===== config.mk =====
export PLATFORM = sky130hd
export DESIGN_NAME = serial_link_sync_lane_test_ctrl
export DESIGN_NICKNAME = d
export VERILOG_FILES = /design/src/include/serial_link_ctrl_pkg.sv /design/src/include/lane_ctrl_if.sv /design/src/core/lane_mapper.sv /design/src/core/serial_link_sync_lane_test_ctrl.sv
export SDC_FILE = /design/constraint.sdc
export NUM_CORES = 1
export LEC_CHECK = 0
export ABC_AREA = 1
export BUFFER_PORTS_ARGS = -buffer_cell sky130_fd_sc_hd__buf_2
export CAP_MARGIN = 20
export CORE_ASPECT_RATIO = 0.75
export CORE_MARGIN = 2
export CORE_UTILIZATION = 50
export CTS_CLUSTER_SIZE = 28
export DETAILED_ROUTE_END_ITERATION = 7
export PLACE_DENSITY_LB_ADDON = 0.2
export SLEW_MARGIN = 20
export SYNTH_ARGS = -nofsm -noshare
export SYNTH_HDL_FRONTEND = slang
export SYNTH_SLANG_ARGS = --single-unit

===== constraint.sdc =====
create_clock -name hclk -period 1.6 [get_ports hclk]
set_input_delay 0.32 -clock hclk [delete_from_list [all_inputs] [get_ports hclk]]
set_output_delay 0.32 -clock hclk [all_outputs]
set_load 0.1 [all_outputs]

===== src/include/serial_link_ctrl_pkg.sv =====
package serial_link_ctrl_pkg;

    // ----------------------------------------------------------------
    // Register word indices
    // ----------------------------------------------------------------
    localparam logic [9:0] IDX_LINK_ENABLE = 10'h200;
    localparam logic [9:0] IDX_SW_SYNC = 10'h203;
    localparam logic [9:0] IDX_LINK_CONTROL = 10'h204;
    localparam logic [9:0] IDX_TEST_SELECT = 10'h205;
    localparam logic [9:0] IDX_ENCODING = 10'h210;
    localparam logic [9:0] IDX_STATUS = 10'h211;

    // ----------------------------------------------------------------
    // Values after reset
    // ----------------------------------------------------------------
    localparam logic [7:0] RST_LINK_ENABLE = 8'h01;
    localparam logic [7:0] RST_SW_SYNC = 8'h01;
    localparam logic [7:0] RST_LINK_CONTROL = 8'h03;
    localparam logic [7:0] RST_TEST_SELECT = 8'h00;
    localparam logic [7:0] RST_ENCODING = 8'h00;

    // ----------------------------------------------------------------
    // Field positions
    // ----------------------------------------------------------------
    localparam int POS_LINK_ENABLE = 0;
    localparam int POS_SW_SYNC = 0;
    localparam int POS_RANDOMIZER = 0;
    localparam int POS_SAMPLE_FORMAT = 1;
    localparam int POS_SYNC_SEL_LO = 2;
    localparam int POS_UPPER_LANES = 4;
    localparam int POS_ENC_66B = 0;

    // ----------------------------------------------------------------
    // Sync source codes and lane groups
    // ----------------------------------------------------------------
    localparam logic [1:0] SYNC_SRC_DEDICATED = 2'h0;
    localparam logic [1:0] SYNC_SRC_TIMESTAMP = 2'h1;
    localparam logic [1:0] SYNC_SRC_NONE = 2'h2;
    localparam logic [7:0] LANES_LOWER = 8'h0f;
    localparam logic [7:0] LANES_UPPER = 8'hf0;
    localparam logic [7:0] LANES_OFF = 8'h00;

    // ----------------------------------------------------------------
    // Pattern select codes
    // ----------------------------------------------------------------
    localparam logic [4:0] PAT_NORMAL = 5'h00;
    localparam logic [4:0] PAT_PRBS7 = 5'h01;
    localparam logic [4:0] PAT_PRBS15 = 5'h02;
    localparam logic [4:0] PAT_PRBS23 = 5'h03;
    localparam logic [4:0] PAT_RAMP = 5'h04;
    localparam logic [4:0] PAT_TRANSPORT = 5'h05;
    localparam logic [4:0] PAT_D21_5 = 5'h06;
    localparam logic [4:0] PAT_K28_5 = 5'h07;
    localparam logic [4:0] PAT_REP_ALIGN = 5'h08;
    localparam logic [4:0] PAT_MOD_RPAT = 5'h09;
    localparam logic [4:0] PAT_HOLD_LOW = 5'h0a;
    localparam logic [4:0] PAT_HOLD_HIGH = 5'h0b;
    localparam logic [4:0] PAT_PRBS9 = 5'h0d;
    localparam logic [4:0] PAT_PRBS31 = 5'h0e;
    localparam logic [4:0] PAT_CLOCK = 5'h0f;
    localparam logic [4:0] PAT_K28_7 = 5'h10;
    localparam logic [15:0] CLOCK_PATTERN_WORD = 16'h00ff;

    // Decoded pattern kind presented to the serializer
    typedef enum logic [4:0] {
        KIND_NORMAL, KIND_PRBS7, KIND_PRBS9, KIND_PRBS15, KIND_PRBS23, KIND_PRBS31,
        KIND_RAMP, KIND_TRANSPORT, KIND_D21_5, KIND_K28_5, KIND_REP_ALIGN,
        KIND_MOD_RPAT, KIND_HOLD_LOW, KIND_HOLD_HIGH, KIND_CLOCK, KIND_K28_7,
        KIND_UNDEFINED
    } pattern_kind_e;

endpackage


===== src/include/lane_ctrl_if.sv =====
`timescale 1ns/1ps
`default_nettype none

// Control from the register block to one link's lane mapper
interface lane_ctrl_if;
    logic link_enable;
    logic upper_lane_map;
    logic [7:0] lane_power;

    modport ctrl (
        output link_enable,
        output upper_lane_map,
        input lane_power
    );
    modport mapper (
        input link_enable,
        input upper_lane_map,
        output lane_power
    );
endinterface

`default_nettype wire


===== src/core/lane_mapper.sv =====
`timescale 1ns/1ps
`default_nettype none

module lane_mapper (
    // Clock and reset
    input wire logic hclk,
    input wire logic hresetn,
    // Control
    lane_ctrl_if.mapper lanes
);

    logic [7:0] power_reg;
    logic [7:0] power_next;

    // ----------------------------------------------------------------
    // Lane power map
    // ----------------------------------------------------------------

    // Pick the active lane group; everything else is powered down
    always_comb begin
        if (!lanes.link_enable) begin
            power_next = serial_link_ctrl_pkg::LANES_OFF;
        end else if (lanes.upper_lane_map) begin
            power_next = serial_link_ctrl_pkg::LANES_UPPER;
        end else begin
            power_next = serial_link_ctrl_pkg::LANES_LOWER;
        end
    end

    // Register the map
    always_ff @(posedge hclk or negedge hresetn) begin
        if (!hresetn) begin
            power_reg <= serial_link_ctrl_pkg::LANES_OFF;
        end else begin
            power_reg <= power_next;
        end
    end

    assign lanes.lane_power = power_reg;

endmodule

`default_nettype wire


===== src/core/serial_link_sync_lane_test_ctrl.sv =====
// The AHB-Lite register port was decided locally.
`timescale 1ns/1ps
`default_nettype none

module serial_link_sync_lane_test_ctrl (
    // Clock and reset
    input wire logic hclk,
    input wire logic hresetn,
    // AHB-Lite slave
    input wire logic hsel,
    input wire logic [31:0] haddr,
    input wire logic [1:0] htrans,
    input wire logic hwrite,
    input wire logic [2:0] hsize,
    input wire logic [31:0] hwdata,
    input wire logic hready,
    output logic [31:0] hrdata,
    output logic hreadyout,
    output logic hresp,
    // Sync pins, active low
    input wire logic dedicated_sync_pin_n,
    input wire logic timestamp_pin_n,
    // Link controls
    output logic sync_request,
    output logic link_block_reset,
    output logic link_clock_enable,
    output logic [7:0] lane_power_a,
    output logic [7:0] lane_power_b,
    output logic sample_twos_complement,
    output logic randomizer_active,
    output logic [4:0] link_pattern_select,
    output logic [4:0] pattern_kind,
    output logic [15:0] clock_pattern_word
);

    // ----------------------------------------------------------------
    // Declarations
    // ----------------------------------------------------------------
    logic [7:0] link_enable_reg, link_enable_next;
    logic [7:0] software_sync_request_reg, software_sync_request_next;
    logic [7:0] link_control_reg, link_control_next;
    logic [7:0] link_test_select_reg, link_test_select_next;
    logic [7:0] link_encoding_reg, link_encoding_next;
    logic wr_pend_reg, wr_pend_next;
    logic [9:0] wr_idx_reg, wr_idx_next;
    logic [31:0] hrdata_reg, hrdata_next;
    logic sync_request_reg, sync_request_next;
    logic block_reset_reg, block_reset_next;
    logic clock_enable_reg, clock_enable_next;
    logic twos_reg, twos_next;
    logic randomizer_reg, randomizer_next;
    logic [4:0] pattern_kind_reg, pattern_kind_next;
    logic addr_ok;
    logic [9:0] addr_idx;
    logic take;
    logic link_enable;
    logic [1:0] sync_sel;
    logic pin_request;
    logic [7:0] read_value;
    logic [7:0] status_value;

    lane_ctrl_if lanes_a ();
    lane_ctrl_if lanes_b ();

    // ----------------------------------------------------------------
    // Bus address phase
    // ----------------------------------------------------------------

    // Word index of the access; upper bits must be zero
    assign addr_idx = haddr[11:2];
    assign addr_ok = (haddr[31:12] == 20'h00000);
    assign take = hsel && htrans[1] && hready;
    assign link_enable = link_enable_reg[serial_link_ctrl_pkg::POS_LINK_ENABLE];
    assign sync_sel = link_control_reg[serial_link_ctrl_pkg::POS_SYNC_SEL_LO +: 2];

    // Status word shows the block's live state
    assign status_value = {lane_power_b[4], lane_power_a[0], pattern_kind_reg == 5'h00,
        randomizer_reg, block_reset_reg, pin_request, !sync_request_reg, clock_enable_reg};

    // Register read mux on next values, so a read right after
    // a write to the same word returns the new data
    always_comb begin
        read_value = 8'h00;
        if (addr_ok) begin
            case (addr_idx)
                serial_link_ctrl_pkg::IDX_LINK_ENABLE: read_value = link_enable_next;
                serial_link_ctrl_pkg::IDX_SW_SYNC: read_value = software_sync_request_next;
                serial_link_ctrl_pkg::IDX_LINK_CONTROL: read_value = link_control_next;
                serial_link_ctrl_pkg::IDX_TEST_SELECT: read_value = link_test_select_next;
                serial_link_ctrl_pkg::IDX_ENCODING: read_value = link_encoding_next;
                serial_link_ctrl_pkg::IDX_STATUS: read_value = status_value;
                default: read_value = 8'h00;
            endcase
        end
    end

    // ----------------------------------------------------------------
    // Bus state and register file
    // ----------------------------------------------------------------

    // Latch writes in the address phase, commit them in the data phase
    always_comb begin
        wr_pend_next = take && hwrite && addr_ok;
        wr_idx_next = take ? addr_idx : wr_idx_reg;
        hrdata_next = hrdata_reg;
        if (take && !hwrite) begin
            hrdata_next = {24'h000000, read_value};
            // Status and unmapped words read live state or zero,
            // never the data of a write still in its data phase
        end
        link_enable_next = link_enable_reg;
        software_sync_request_next = software_sync_request_reg;
        link_control_next = link_control_reg;
        link_test_select_next = link_test_select_reg;
        link_encoding_next = link_encoding_reg;
        // Status and unmapped words drop the write
        if (wr_pend_reg) begin
            case (wr_idx_reg)
                serial_link_ctrl_pkg::IDX_LINK_ENABLE: link_enable_next = hwdata[7:0];
                serial_link_ctrl_pkg::IDX_SW_SYNC: software_sync_request_next = hwdata[7:0];
                serial_link_ctrl_pkg::IDX_LINK_CONTROL: link_control_next = hwdata[7:0];
                serial_link_ctrl_pkg::IDX_TEST_SELECT: link_test_select_next = hwdata[7:0];
                serial_link_ctrl_pkg::IDX_ENCODING: link_encoding_next = hwdata[7:0];
                default: link_enable_next = link_enable_reg;
            endcase
        end
    end

    // Register the bus state and the register file
    always_ff @(posedge hclk or negedge hresetn) begin
        if (!hresetn) begin
            wr_pend_reg <= 1'b0;
            wr_idx_reg <= 10'h000;
            hrdata_reg <= 32'h00000000;
            link_enable_reg <= serial_link_ctrl_pkg::RST_LINK_ENABLE;
            software_sync_request_reg <= serial_link_ctrl_pkg::RST_SW_SYNC;
            link_control_reg <= serial_link_ctrl_pkg::RST_LINK_CONTROL;
            link_test_select_reg <= serial_link_ctrl_pkg::RST_TEST_SELECT;
            link_encoding_reg <= serial_link_ctrl_pkg::RST_ENCODING;
        end else begin
            wr_pend_reg <= wr_pend_next;
            wr_idx_reg <= wr_idx_next;
            hrdata_reg <= hrdata_next;
            link_enable_reg <= link_enable_next;
            software_sync_request_reg <= software_sync_request_next;
            link_control_reg <= link_control_next;
            link_test_select_reg <= link_test_select_next;
            link_encoding_reg <= link_encoding_next;
        end
    end

    // Zero-wait slave, always OKAY
    assign hreadyout = 1'b1;
    assign hresp = 1'b0;
    assign hrdata = hrdata_reg;

    // ----------------------------------------------------------------
    // Sync request path
    // ----------------------------------------------------------------

    // Pins are active low; the selected pin stuck low keeps the request up
    // Pick the sync pin; reserved code 3 behaves as no pin
    always_comb begin
        case (sync_sel)
            serial_link_ctrl_pkg::SYNC_SRC_DEDICATED: pin_request = !dedicated_sync_pin_n;
            serial_link_ctrl_pkg::SYNC_SRC_TIMESTAMP: pin_request = !timestamp_pin_n;
            serial_link_ctrl_pkg::SYNC_SRC_NONE: pin_request = 1'b0;
            default: pin_request = 1'b0;
        endcase
    end

    // ----------------------------------------------------------------
    // Link control outputs
    // ----------------------------------------------------------------

    // Derive the link controls from the registers; sync request also takes the selected pin
    always_comb begin
        // Pin or software can each force the request
        sync_request_next = pin_request
            || !software_sync_request_reg[serial_link_ctrl_pkg::POS_SW_SYNC];
        block_reset_next = !link_enable;
        clock_enable_next = link_enable;
        twos_next = link_control_reg[serial_link_ctrl_pkg::POS_SAMPLE_FORMAT];
        randomizer_next = link_encoding_reg[serial_link_ctrl_pkg::POS_ENC_66B]
            || link_control_reg[serial_link_ctrl_pkg::POS_RANDOMIZER];
        // Codes 7, 8, 9 and 16 only make sense in 8b/10b modes
        case (link_test_select_reg[4:0])
            serial_link_ctrl_pkg::PAT_NORMAL:
                pattern_kind_next = serial_link_ctrl_pkg::KIND_NORMAL;
            serial_link_ctrl_pkg::PAT_PRBS7:
                pattern_kind_next = serial_link_ctrl_pkg::KIND_PRBS7;
            serial_link_ctrl_pkg::PAT_PRBS15:
                pattern_kind_next = serial_link_ctrl_pkg::KIND_PRBS15;
            serial_link_ctrl_pkg::PAT_PRBS23:
                pattern_kind_next = serial_link_ctrl_pkg::KIND_PRBS23;
            serial_link_ctrl_pkg::PAT_RAMP:
                pattern_kind_next = serial_link_ctrl_pkg::KIND_RAMP;
            serial_link_ctrl_pkg::PAT_TRANSPORT:
                pattern_kind_next = serial_link_ctrl_pkg::KIND_TRANSPORT;
            serial_link_ctrl_pkg::PAT_D21_5:
                pattern_kind_next = serial_link_ctrl_pkg::KIND_D21_5;
            serial_link_ctrl_pkg::PAT_K28_5:
                pattern_kind_next = serial_link_ctrl_pkg::KIND_K28_5;
            serial_link_ctrl_pkg::PAT_REP_ALIGN:
                pattern_kind_next = serial_link_ctrl_pkg::KIND_REP_ALIGN;
            serial_link_ctrl_pkg::PAT_MOD_RPAT:
                pattern_kind_next = serial_link_ctrl_pkg::KIND_MOD_RPAT;
            serial_link_ctrl_pkg::PAT_HOLD_LOW:
                pattern_kind_next = serial_link_ctrl_pkg::KIND_HOLD_LOW;
            serial_link_ctrl_pkg::PAT_HOLD_HIGH:
                pattern_kind_next = serial_link_ctrl_pkg::KIND_HOLD_HIGH;
            serial_link_ctrl_pkg::PAT_PRBS9:
                pattern_kind_next = serial_link_ctrl_pkg::KIND_PRBS9;
            serial_link_ctrl_pkg::PAT_PRBS31:
                pattern_kind_next = serial_link_ctrl_pkg::KIND_PRBS31;
            serial_link_ctrl_pkg::PAT_CLOCK:
                pattern_kind_next = serial_link_ctrl_pkg::KIND_CLOCK;
            serial_link_ctrl_pkg::PAT_K28_7:
                pattern_kind_next = serial_link_ctrl_pkg::KIND_K28_7;
            default:
                pattern_kind_next = serial_link_ctrl_pkg::KIND_UNDEFINED;
        endcase
    end

    // Register the link controls
    always_ff @(posedge hclk or negedge hresetn) begin
        if (!hresetn) begin
            // Outputs start at what the register defaults imply, except block reset starts set and clock enable clear
            sync_request_reg <= 1'b0;
            block_reset_reg <= 1'b1;
            clock_enable_reg <= 1'b0;
            twos_reg <= 1'b1;
            randomizer_reg <= 1'b1;
            pattern_kind_reg <= serial_link_ctrl_pkg::KIND_NORMAL;
        end else begin
            sync_request_reg <= sync_request_next;
            block_reset_reg <= block_reset_next;
            clock_enable_reg <= clock_enable_next;
            twos_reg <= twos_next;
            randomizer_reg <= randomizer_next;
            pattern_kind_reg <= pattern_kind_next;
        end
    end

    // ----------------------------------------------------------------
    // Lane mapping, one mapper per link
    // ----------------------------------------------------------------

    // Both links share the same map bit
    // Upper map is only meaningful in modes of 8 lanes or fewer
    assign lanes_a.link_enable = link_enable;
    assign lanes_a.upper_lane_map = link_control_reg[serial_link_ctrl_pkg::POS_UPPER_LANES];
    assign lanes_b.link_enable = link_enable;
    assign lanes_b.upper_lane_map = link_control_reg[serial_link_ctrl_pkg::POS_UPPER_LANES];

    lane_mapper u_lanes_a (
        .hclk(hclk),
        .hresetn(hresetn),
        .lanes(lanes_a)
    );

    lane_mapper u_lanes_b (
        .hclk(hclk),
        .hresetn(hresetn),
        .lanes(lanes_b)
    );

    // Output assignments
    assign lane_power_a = lanes_a.lane_power;
    assign lane_power_b = lanes_b.lane_power;
    assign sync_request = sync_request_reg;
    assign link_block_reset = block_reset_reg;
    assign link_clock_enable = clock_enable_reg;
    assign sample_twos_complement = twos_reg;
    assign randomizer_active = randomizer_reg;
    assign link_pattern_select = link_test_select_reg[4:0];
    assign pattern_kind = pattern_kind_reg;
    assign clock_pattern_word = serial_link_ctrl_pkg::CLOCK_PATTERN_WORD;

endmodule

`default_nettype wire


==> run_results.csv, run 1 <==
group,metric,value,unit
floorplanning,die_area,0.009599,mm2
routing,antenna_left,0,
routing,wirelength,11.34,mm
yosys,yosysMostFrequentCell,"nand2_1",
global_routing,track_usage,0.2397,
pwr,p_per_area,858.4,mW/mm2
layout,nets,780,
timing,setup_viol,8,
timing,worst_hold_slack,-0.01356,ns
clock_network,ctsHtreeMaxLevel,3,
flow_run,max_cap_viol_count,0,
yosys,synth_edf_count,0,
critical_path,reg2reg_depth,11,
critical_path,endpoint_kind,"flop",
place,portBuffers,84,
pwr,p_leak,0.003178,uW
yosys,seq_area_frac_synth,0.4047,
place,post-dp-hpwl,8.050,mm
yosys,syn_area_per_cell,7.554,um2
global_routing,grt_pass1_vias,3801,
layout,drive_gt1_frac,0.3144,
critical_path,crit_start,"wr_idx_reg[7]",
yosys,syn_area,0.004412,mm2
layout,seq_area,0.001788,mm2
outcome,violations,"negative hold slack, negative setup slack",
floorplanning,row_count,29,
layout,fillers,698,
yosys,ys_ff_latch,71,
floorplanning,start_util,0.5174,
critical_path,rrSetupSlack,-0.08,ns
clock_network,cts.clk_slew.worst_paths,0.05,ns
yosys,synthFlopType,"dfrtp_1",
routing,drt_first_pass_iters,5,
floorplanning,fp.dieW,112.5,um
clock_network,cts_buffer_depth,2,
clock_network,cts-buffers-inserted,9,
clock_network,ctsRootBufferMaster,"clkbuf_16",
critical_path,rr_startpoint,"wr_idx_reg[7]",
yosys,yosys_warnings,0,
routing,drtIter0Drc,220,
timing,period_needed,1.679,ns
layout,multi_input_area,0.002081,mm2
hold_path,hold_class,"input port to asynchronous set/reset pin",
pwr,p_total,4772,uW
clock_network,hold_buffers,0,
yosys,synth_largest_area_cell,"dfrtp_1",
global_routing,antenna_found_initial,0,
place,routabilityCongestion,0.9160,
clock_network,cts_tree,"built",
layout,area_growth,26.01,%
yosys,synth_cell_type_count,33,
critical_path,worstPathRequired,1.83,ns
timing,drv_slew,0,
critical_path,r2r_end,"hrdata[5]",
yosys,synth_commonest_cells,"nand2_1, inv_1, nand3_1",
layout,insertedDiodeCount,0,
routing,wl_per_cell,13.94,um
pwr,peakVddDrop,0.0005976,V
clock_network,clkLatencyLatePin,0.34,ns
yosys,synth_cells,584,
timing,tns,-0.3720,ns
floorplanning,pin_count,157,
critical_path,path_class,"flop to flop",
routing,drc,0,
critical_path,startpoint_type,"flop",
layout,postLayoutCellArea,0.005559,mm2
layout,utilization,0.6519,
timing,max_freq,595.6,MHz
routing,vias,3979,
timing,hold_violations,16,
floorplanning,core_area,0.008527,mm2
yosys,ys_top_cells_by_area,"dfrtp_1, nand2_1, buf_4",
timing,rsz0062_at_grt,"yes",
critical_path,arrival,1.91,ns
yosys,synth.top_cell.area_share,0.3630,
place,placed_cell_area,0.005019,mm2
timing,skew,0.004677,ns
layout,largest_reg_flops,10,
outcome,status,"finished with violations",
timing,period_share,1.049,
clock_network,clock_sinks,71,
routing,via_per_inst,4.888,
global_routing,grt_pass1_wl,17.86,mm
yosys,synthArstFlopShare,1.000,
global_routing,grt_start_max_net_pins,72,
global_routing,grt.overflow.total,0,
critical_path,cp_max_fo,10,
floorplanning,die_h,85.35,um
timing,finalWorstSetupSlack,-0.07894,ns
==> worst max path at each step <==
stage,to,slack [ns],cells after the start
after floorplan,hrdata[5],0.06,7
after global placement,hrdata[5],-0.13,11
after detailed placement,hrdata[2],-0.17,11
after CTS,hrdata[2],-0.05,11
after global routing,hrdata[7],-0.20,11
final,hrdata[5],-0.08,11
==> cells in the final DEF, fill, tap and decap left out, drive strengths merged, types with 3 or more instances in the layout <==
cell    instances
inv            84
conb           42
nand2         148
nor2           47
nor3            6
o21ai          13
clkinv          5
dfrtp          64
and2           33
nand3          81
o21a            7
nand4           5
clkbuf         14
dfstp           7
buf           130
a21oi           9
ha              3
==> layout make-up <==
| type | count | area share |
|---|---|---|
| repair buffers | 132 | 0.1679 |
| well taps | 108 | 0.02431 |
| flip-flops and latches | 71 | 0.3216 |
| clock inverters | 4 | 0.008103 |
| inverters | 87 | 0.05942 |
| multi-input cells | 400 | 0.3743 |
| clock buffers | 12 | 0.04434 |
==> per-layer routing <==
layer | GRT usage | vias up | wire [um]
met4 | 0.07761 | 0 | 203
met3 | 0.07357 | 23 | 905
met1 | 0.3159 | 1843 | 4948
met5 | 0 | - | 0
met2 | 0.3812 | 169 | 5287
li1 | - | 1944 | -
==> what timing repair did <==
| action | in CTS | in global routing |
|---|---|---|
| pin swaps | 7 | 28 |
| gates cloned | 0 | 0 |
| setup endpoints to repair | 10 | 10 |
| gates resized for setup | 15 | 28 |
| buffers inserted | 4 | 5 |
| endpoints found under the hold margin | 0 | 0 |
==> worst max-delay path, stage by stage, from the launching register on <==
cell	delay (ns)
dfrtp_1	0.40
nor2_4	0.19
nand2_4	0.09
nor2_4	0.15
buf_12	0.16
nand3_1	0.08
nand3_1	0.09
nand2_1	0.06
nor2_2	0.11
nand2_2	0.10
nand2_1	0.07
nand2_1	0.05
==> power breakdown <==
part           leakage (uW)  switching [uW]  internal [uW]
combinational       0.00209             704            193
sequential         0.000940            38.4           1840
clock              0.000146             756           1240
==> metrics by stage <==
stage               instances  setup WS [ns]
global placement          789        -0.1283
finish                    814       -0.07894
CTS                       809       -0.05400
detailed placement        789        -0.1676
global route              814        -0.2010
floorplan                 624        0.06009
==> cells by family after synthesis <==
logic type,share of synthesized area
buffers and inverters,0.1872
adder cells (fa/ha/maj),0.008509
AO/OA/AOI/OAI,0.04339
other,0.001702
AND/OR/NAND/NOR,0.3545
flip-flops,0.4047
Note: power is estimated with default switching activity, not from simulation.
==> inputs of run 2 (changes only) <==
--- a/config.mk
+++ b/config.mk
@@ -8,12 +8,15 @@
 export ABC_AREA = 1
 export BUFFER_PORTS_ARGS = -buffer_cell sky130_fd_sc_hd__buf_2
 export CAP_MARGIN = 20
+export CELL_PAD_IN_SITES_DETAIL_PLACEMENT = 0
+export CELL_PAD_IN_SITES_GLOBAL_PLACEMENT = 2
 export CORE_ASPECT_RATIO = 0.75
 export CORE_MARGIN = 2
-export CORE_UTILIZATION = 50
+export CORE_UTILIZATION = 27
 export CTS_CLUSTER_SIZE = 28
 export DETAILED_ROUTE_END_ITERATION = 7
 export PLACE_DENSITY_LB_ADDON = 0.2
+export RECOVER_POWER = 25
 export SLEW_MARGIN = 20
 export SYNTH_ARGS = -nofsm -noshare
 export SYNTH_HDL_FRONTEND = slang
==> run_results.csv, run 2 (synthesis gave the netlist of run 1 again) <==
group,metric,value,unit
outcome,status,"finished with violations",
outcome,violations,"negative setup slack",
place,routabilityCongestion,0.8013,
global_routing,track_usage,0.1486,
routing,via_per_inst,4.159,
layout,drive_gt1_frac,0.3472,
layout,seq_area,0.001788,mm2
place,dpl.cell_count,914,
pwr,p_leak,0.003299,uW
clock_network,cts_buffer_depth,2,
floorplanning,core_area,0.01602,mm2
place,post-dp-hpwl,9.455,mm
global_routing,grt_start_max_net_pins,72,
floorplanning,row_count,40,
pwr,pwr-share-seq,0.404,
timing,rsz0062_at_grt,"yes",
critical_path,crit_family,"simple AND/OR/NAND/NOR gates",
timing,drv_slew,0,
pwr,switching_share,0.3245,
timing,max_freq,573.3,MHz
pwr,p_per_area,786.8,mW/mm2
hold_path,hold_class,"input port to flop",
routing,drt_first_pass_iters,4,
critical_path,path_class,"flop to flop",
critical_path,slowest_delay,0.41,ns
critical_path,cpMostUsedCell,"nand2_1",
global_routing,antenna_found_initial,0,
layout,multi_input_area,0.002143,mm2
layout,nets,798,
global_routing,grt.overflow.total,0,
routing,wirelength,12.53,mm
critical_path,cp_max_fo,7,
critical_path,worstPathRequired,1.87,ns
floorplanning,start_util,0.2755,
routing,antenna_left,0,
timing,period_needed,1.744,ns
global_routing,grt_pass1_vias,3676,
timing,worst_pin_slew,1.059,ns
floorplanning,fp.dieW,151.6,um
pwr,p_switching,1503,uW
timing,setup_viol,8,
timing,timing.slew.headroom,0.2937,
timing,finalWorstSetupSlack,-0.1442,ns
timing,hold_violations,0,
clock_network,cts_tree,"built",
critical_path,startpoint_type,"flop",
clock_network,cts.clk_slew.worst_paths,0.06,ns
critical_path,arrival,2.02,ns
clock_network,cts-buffers-inserted,9,
layout,area_growth,33.44,%
routing,drtIter0Drc,169,
clock_network,hold_buffers,0,
place,portBuffers,84,
pwr,p_comb_frac,0.197,
floorplanning,die_h,114.7,um
routing,drc,0,
clock_network,ctsHtreeMaxLevel,3,
floorplanning,die_area,0.01739,mm2
routing,vias,3880,
pwr,p_int,3129,uW
layout,largest_reg_flops,10,
global_routing,grt_pass1_wl,19.60,mm
clock_network,ctsRootBufferMaster,"clkbuf_16",
layout,fillers,1732,
critical_path,crit_path_cell_trace,"nor2_4 -> nand2_4 -> nor2_8 -> nand2_4 -> buf_6 -> nand2_4 -> nand3_2 -> nand2_1 -> nor2_1 -> nand2_1 -> nand2_1 -> nand2_1",
place,placed_cell_area,0.005346,mm2
layout,final_common_cell,"nand2_1",
layout,final_cell_mix,"nand2_1, buf_2, inv_1",
routing,wl_per_cell,13.43,um
pwr,clockPowerShare,0.399,
floorplanning,pin_count,157,
pwr,peakVddDrop,0.0004098,V
critical_path,worst-path-buf-inv,1,
critical_path,endpoint_kind,"flop",
timing,skew,0.01122,ns
layout,postLayoutCellArea,0.005887,mm2
clock_network,clock_sinks,71,
clock_network,clkLatencyLatePin,0.33,ns
layout,final_cell_count_no_fill,933,
critical_path,crit_slowest_cell,"dfrtp_1",
layout,insertedDiodeCount,0,
flow_run,max_cap_viol_count,0,
timing,period_share,1.090,
-- run 2: layout make-up --
type,count,area share
multi-input combinational,400,0.3641
clock inverter,3,0.003613
sequential,71,0.3037
tap,210,0.04463
inverter,87,0.05654
clock buffer,12,0.04187
timing repair buffer,150,0.1855
-- run 2: final timing paths --
kind,end,cells after the start,slack [ns],startpoint
setup / recovery,hrdata[2],12,-0.14,wr_idx_reg[6]
hold reg to reg,sample_twos_complement,0,0.37,link_control_reg[1]
max in group asynchronous,u_lanes_b.lanes.lane_power[1],2,0.58,hresetn
hold / removal,link_control_reg[5],2,0.22,hwdata[5]
min in group asynchronous,pattern_kind[0],2,0.26,hresetn
setup reg to reg,hrdata[2],12,-0.14,wr_idx_reg[6]
-- run 2: what timing repair did --
item,4_1_cts,5_1_grt
setup endpoints to repair,9,11
gates resized for setup,19,48
setup buffers,1,3
pin swaps,4,40
-- run 2: power by group through the flow --
stage / Sequential [uW] / Combinational [uW] / Clock (uW)
floorplan: 1890 / 681 / 0
global placement: 1890 / 878 / 0
detailed placement: 1890 / 883 / 0
CTS: 1870 / 897 / 1920
global route: 1870 / 972 / 1970
finish: 1870 / 912 / 1850
-- run 2: layer usage --
layer | routed length [um] | vias to the layer above | GRT usage
li1 | - | 1974 | -
met1 | 6344 | 1806 | 0.2210
met2 | 5487 | 93 | 0.2211
met3 | 629 | 7 | 0.03506
met4 | 66 | 0 | 0.02778
met5 | 0 | - | 0
-- run 2: metrics by stage --
| step | worst slack [ns] | util | TNS, ns | hold slack (ns) | total power, uW |
|---|---|---|---|---|---|
| after floorplan | 0.06009 | - | 0 | 0.02441 | 2574 |
| after global placement | -0.1714 | 0.3338 | -1.275 | 0.3566 | 2770 |
| after detailed placement | -0.1931 | 0.3338 | -1.329 | 0.3612 | 2775 |
| after CTS | -0.1189 | 0.3550 | -0.7810 | 0.03460 | 4680 |
| after global routing | -0.2621 | 0.3676 | -2.002 | 0.2279 | 4821 |
| final | -0.1442 | 0.3676 | -0.9600 | 0.2211 | 4632 |
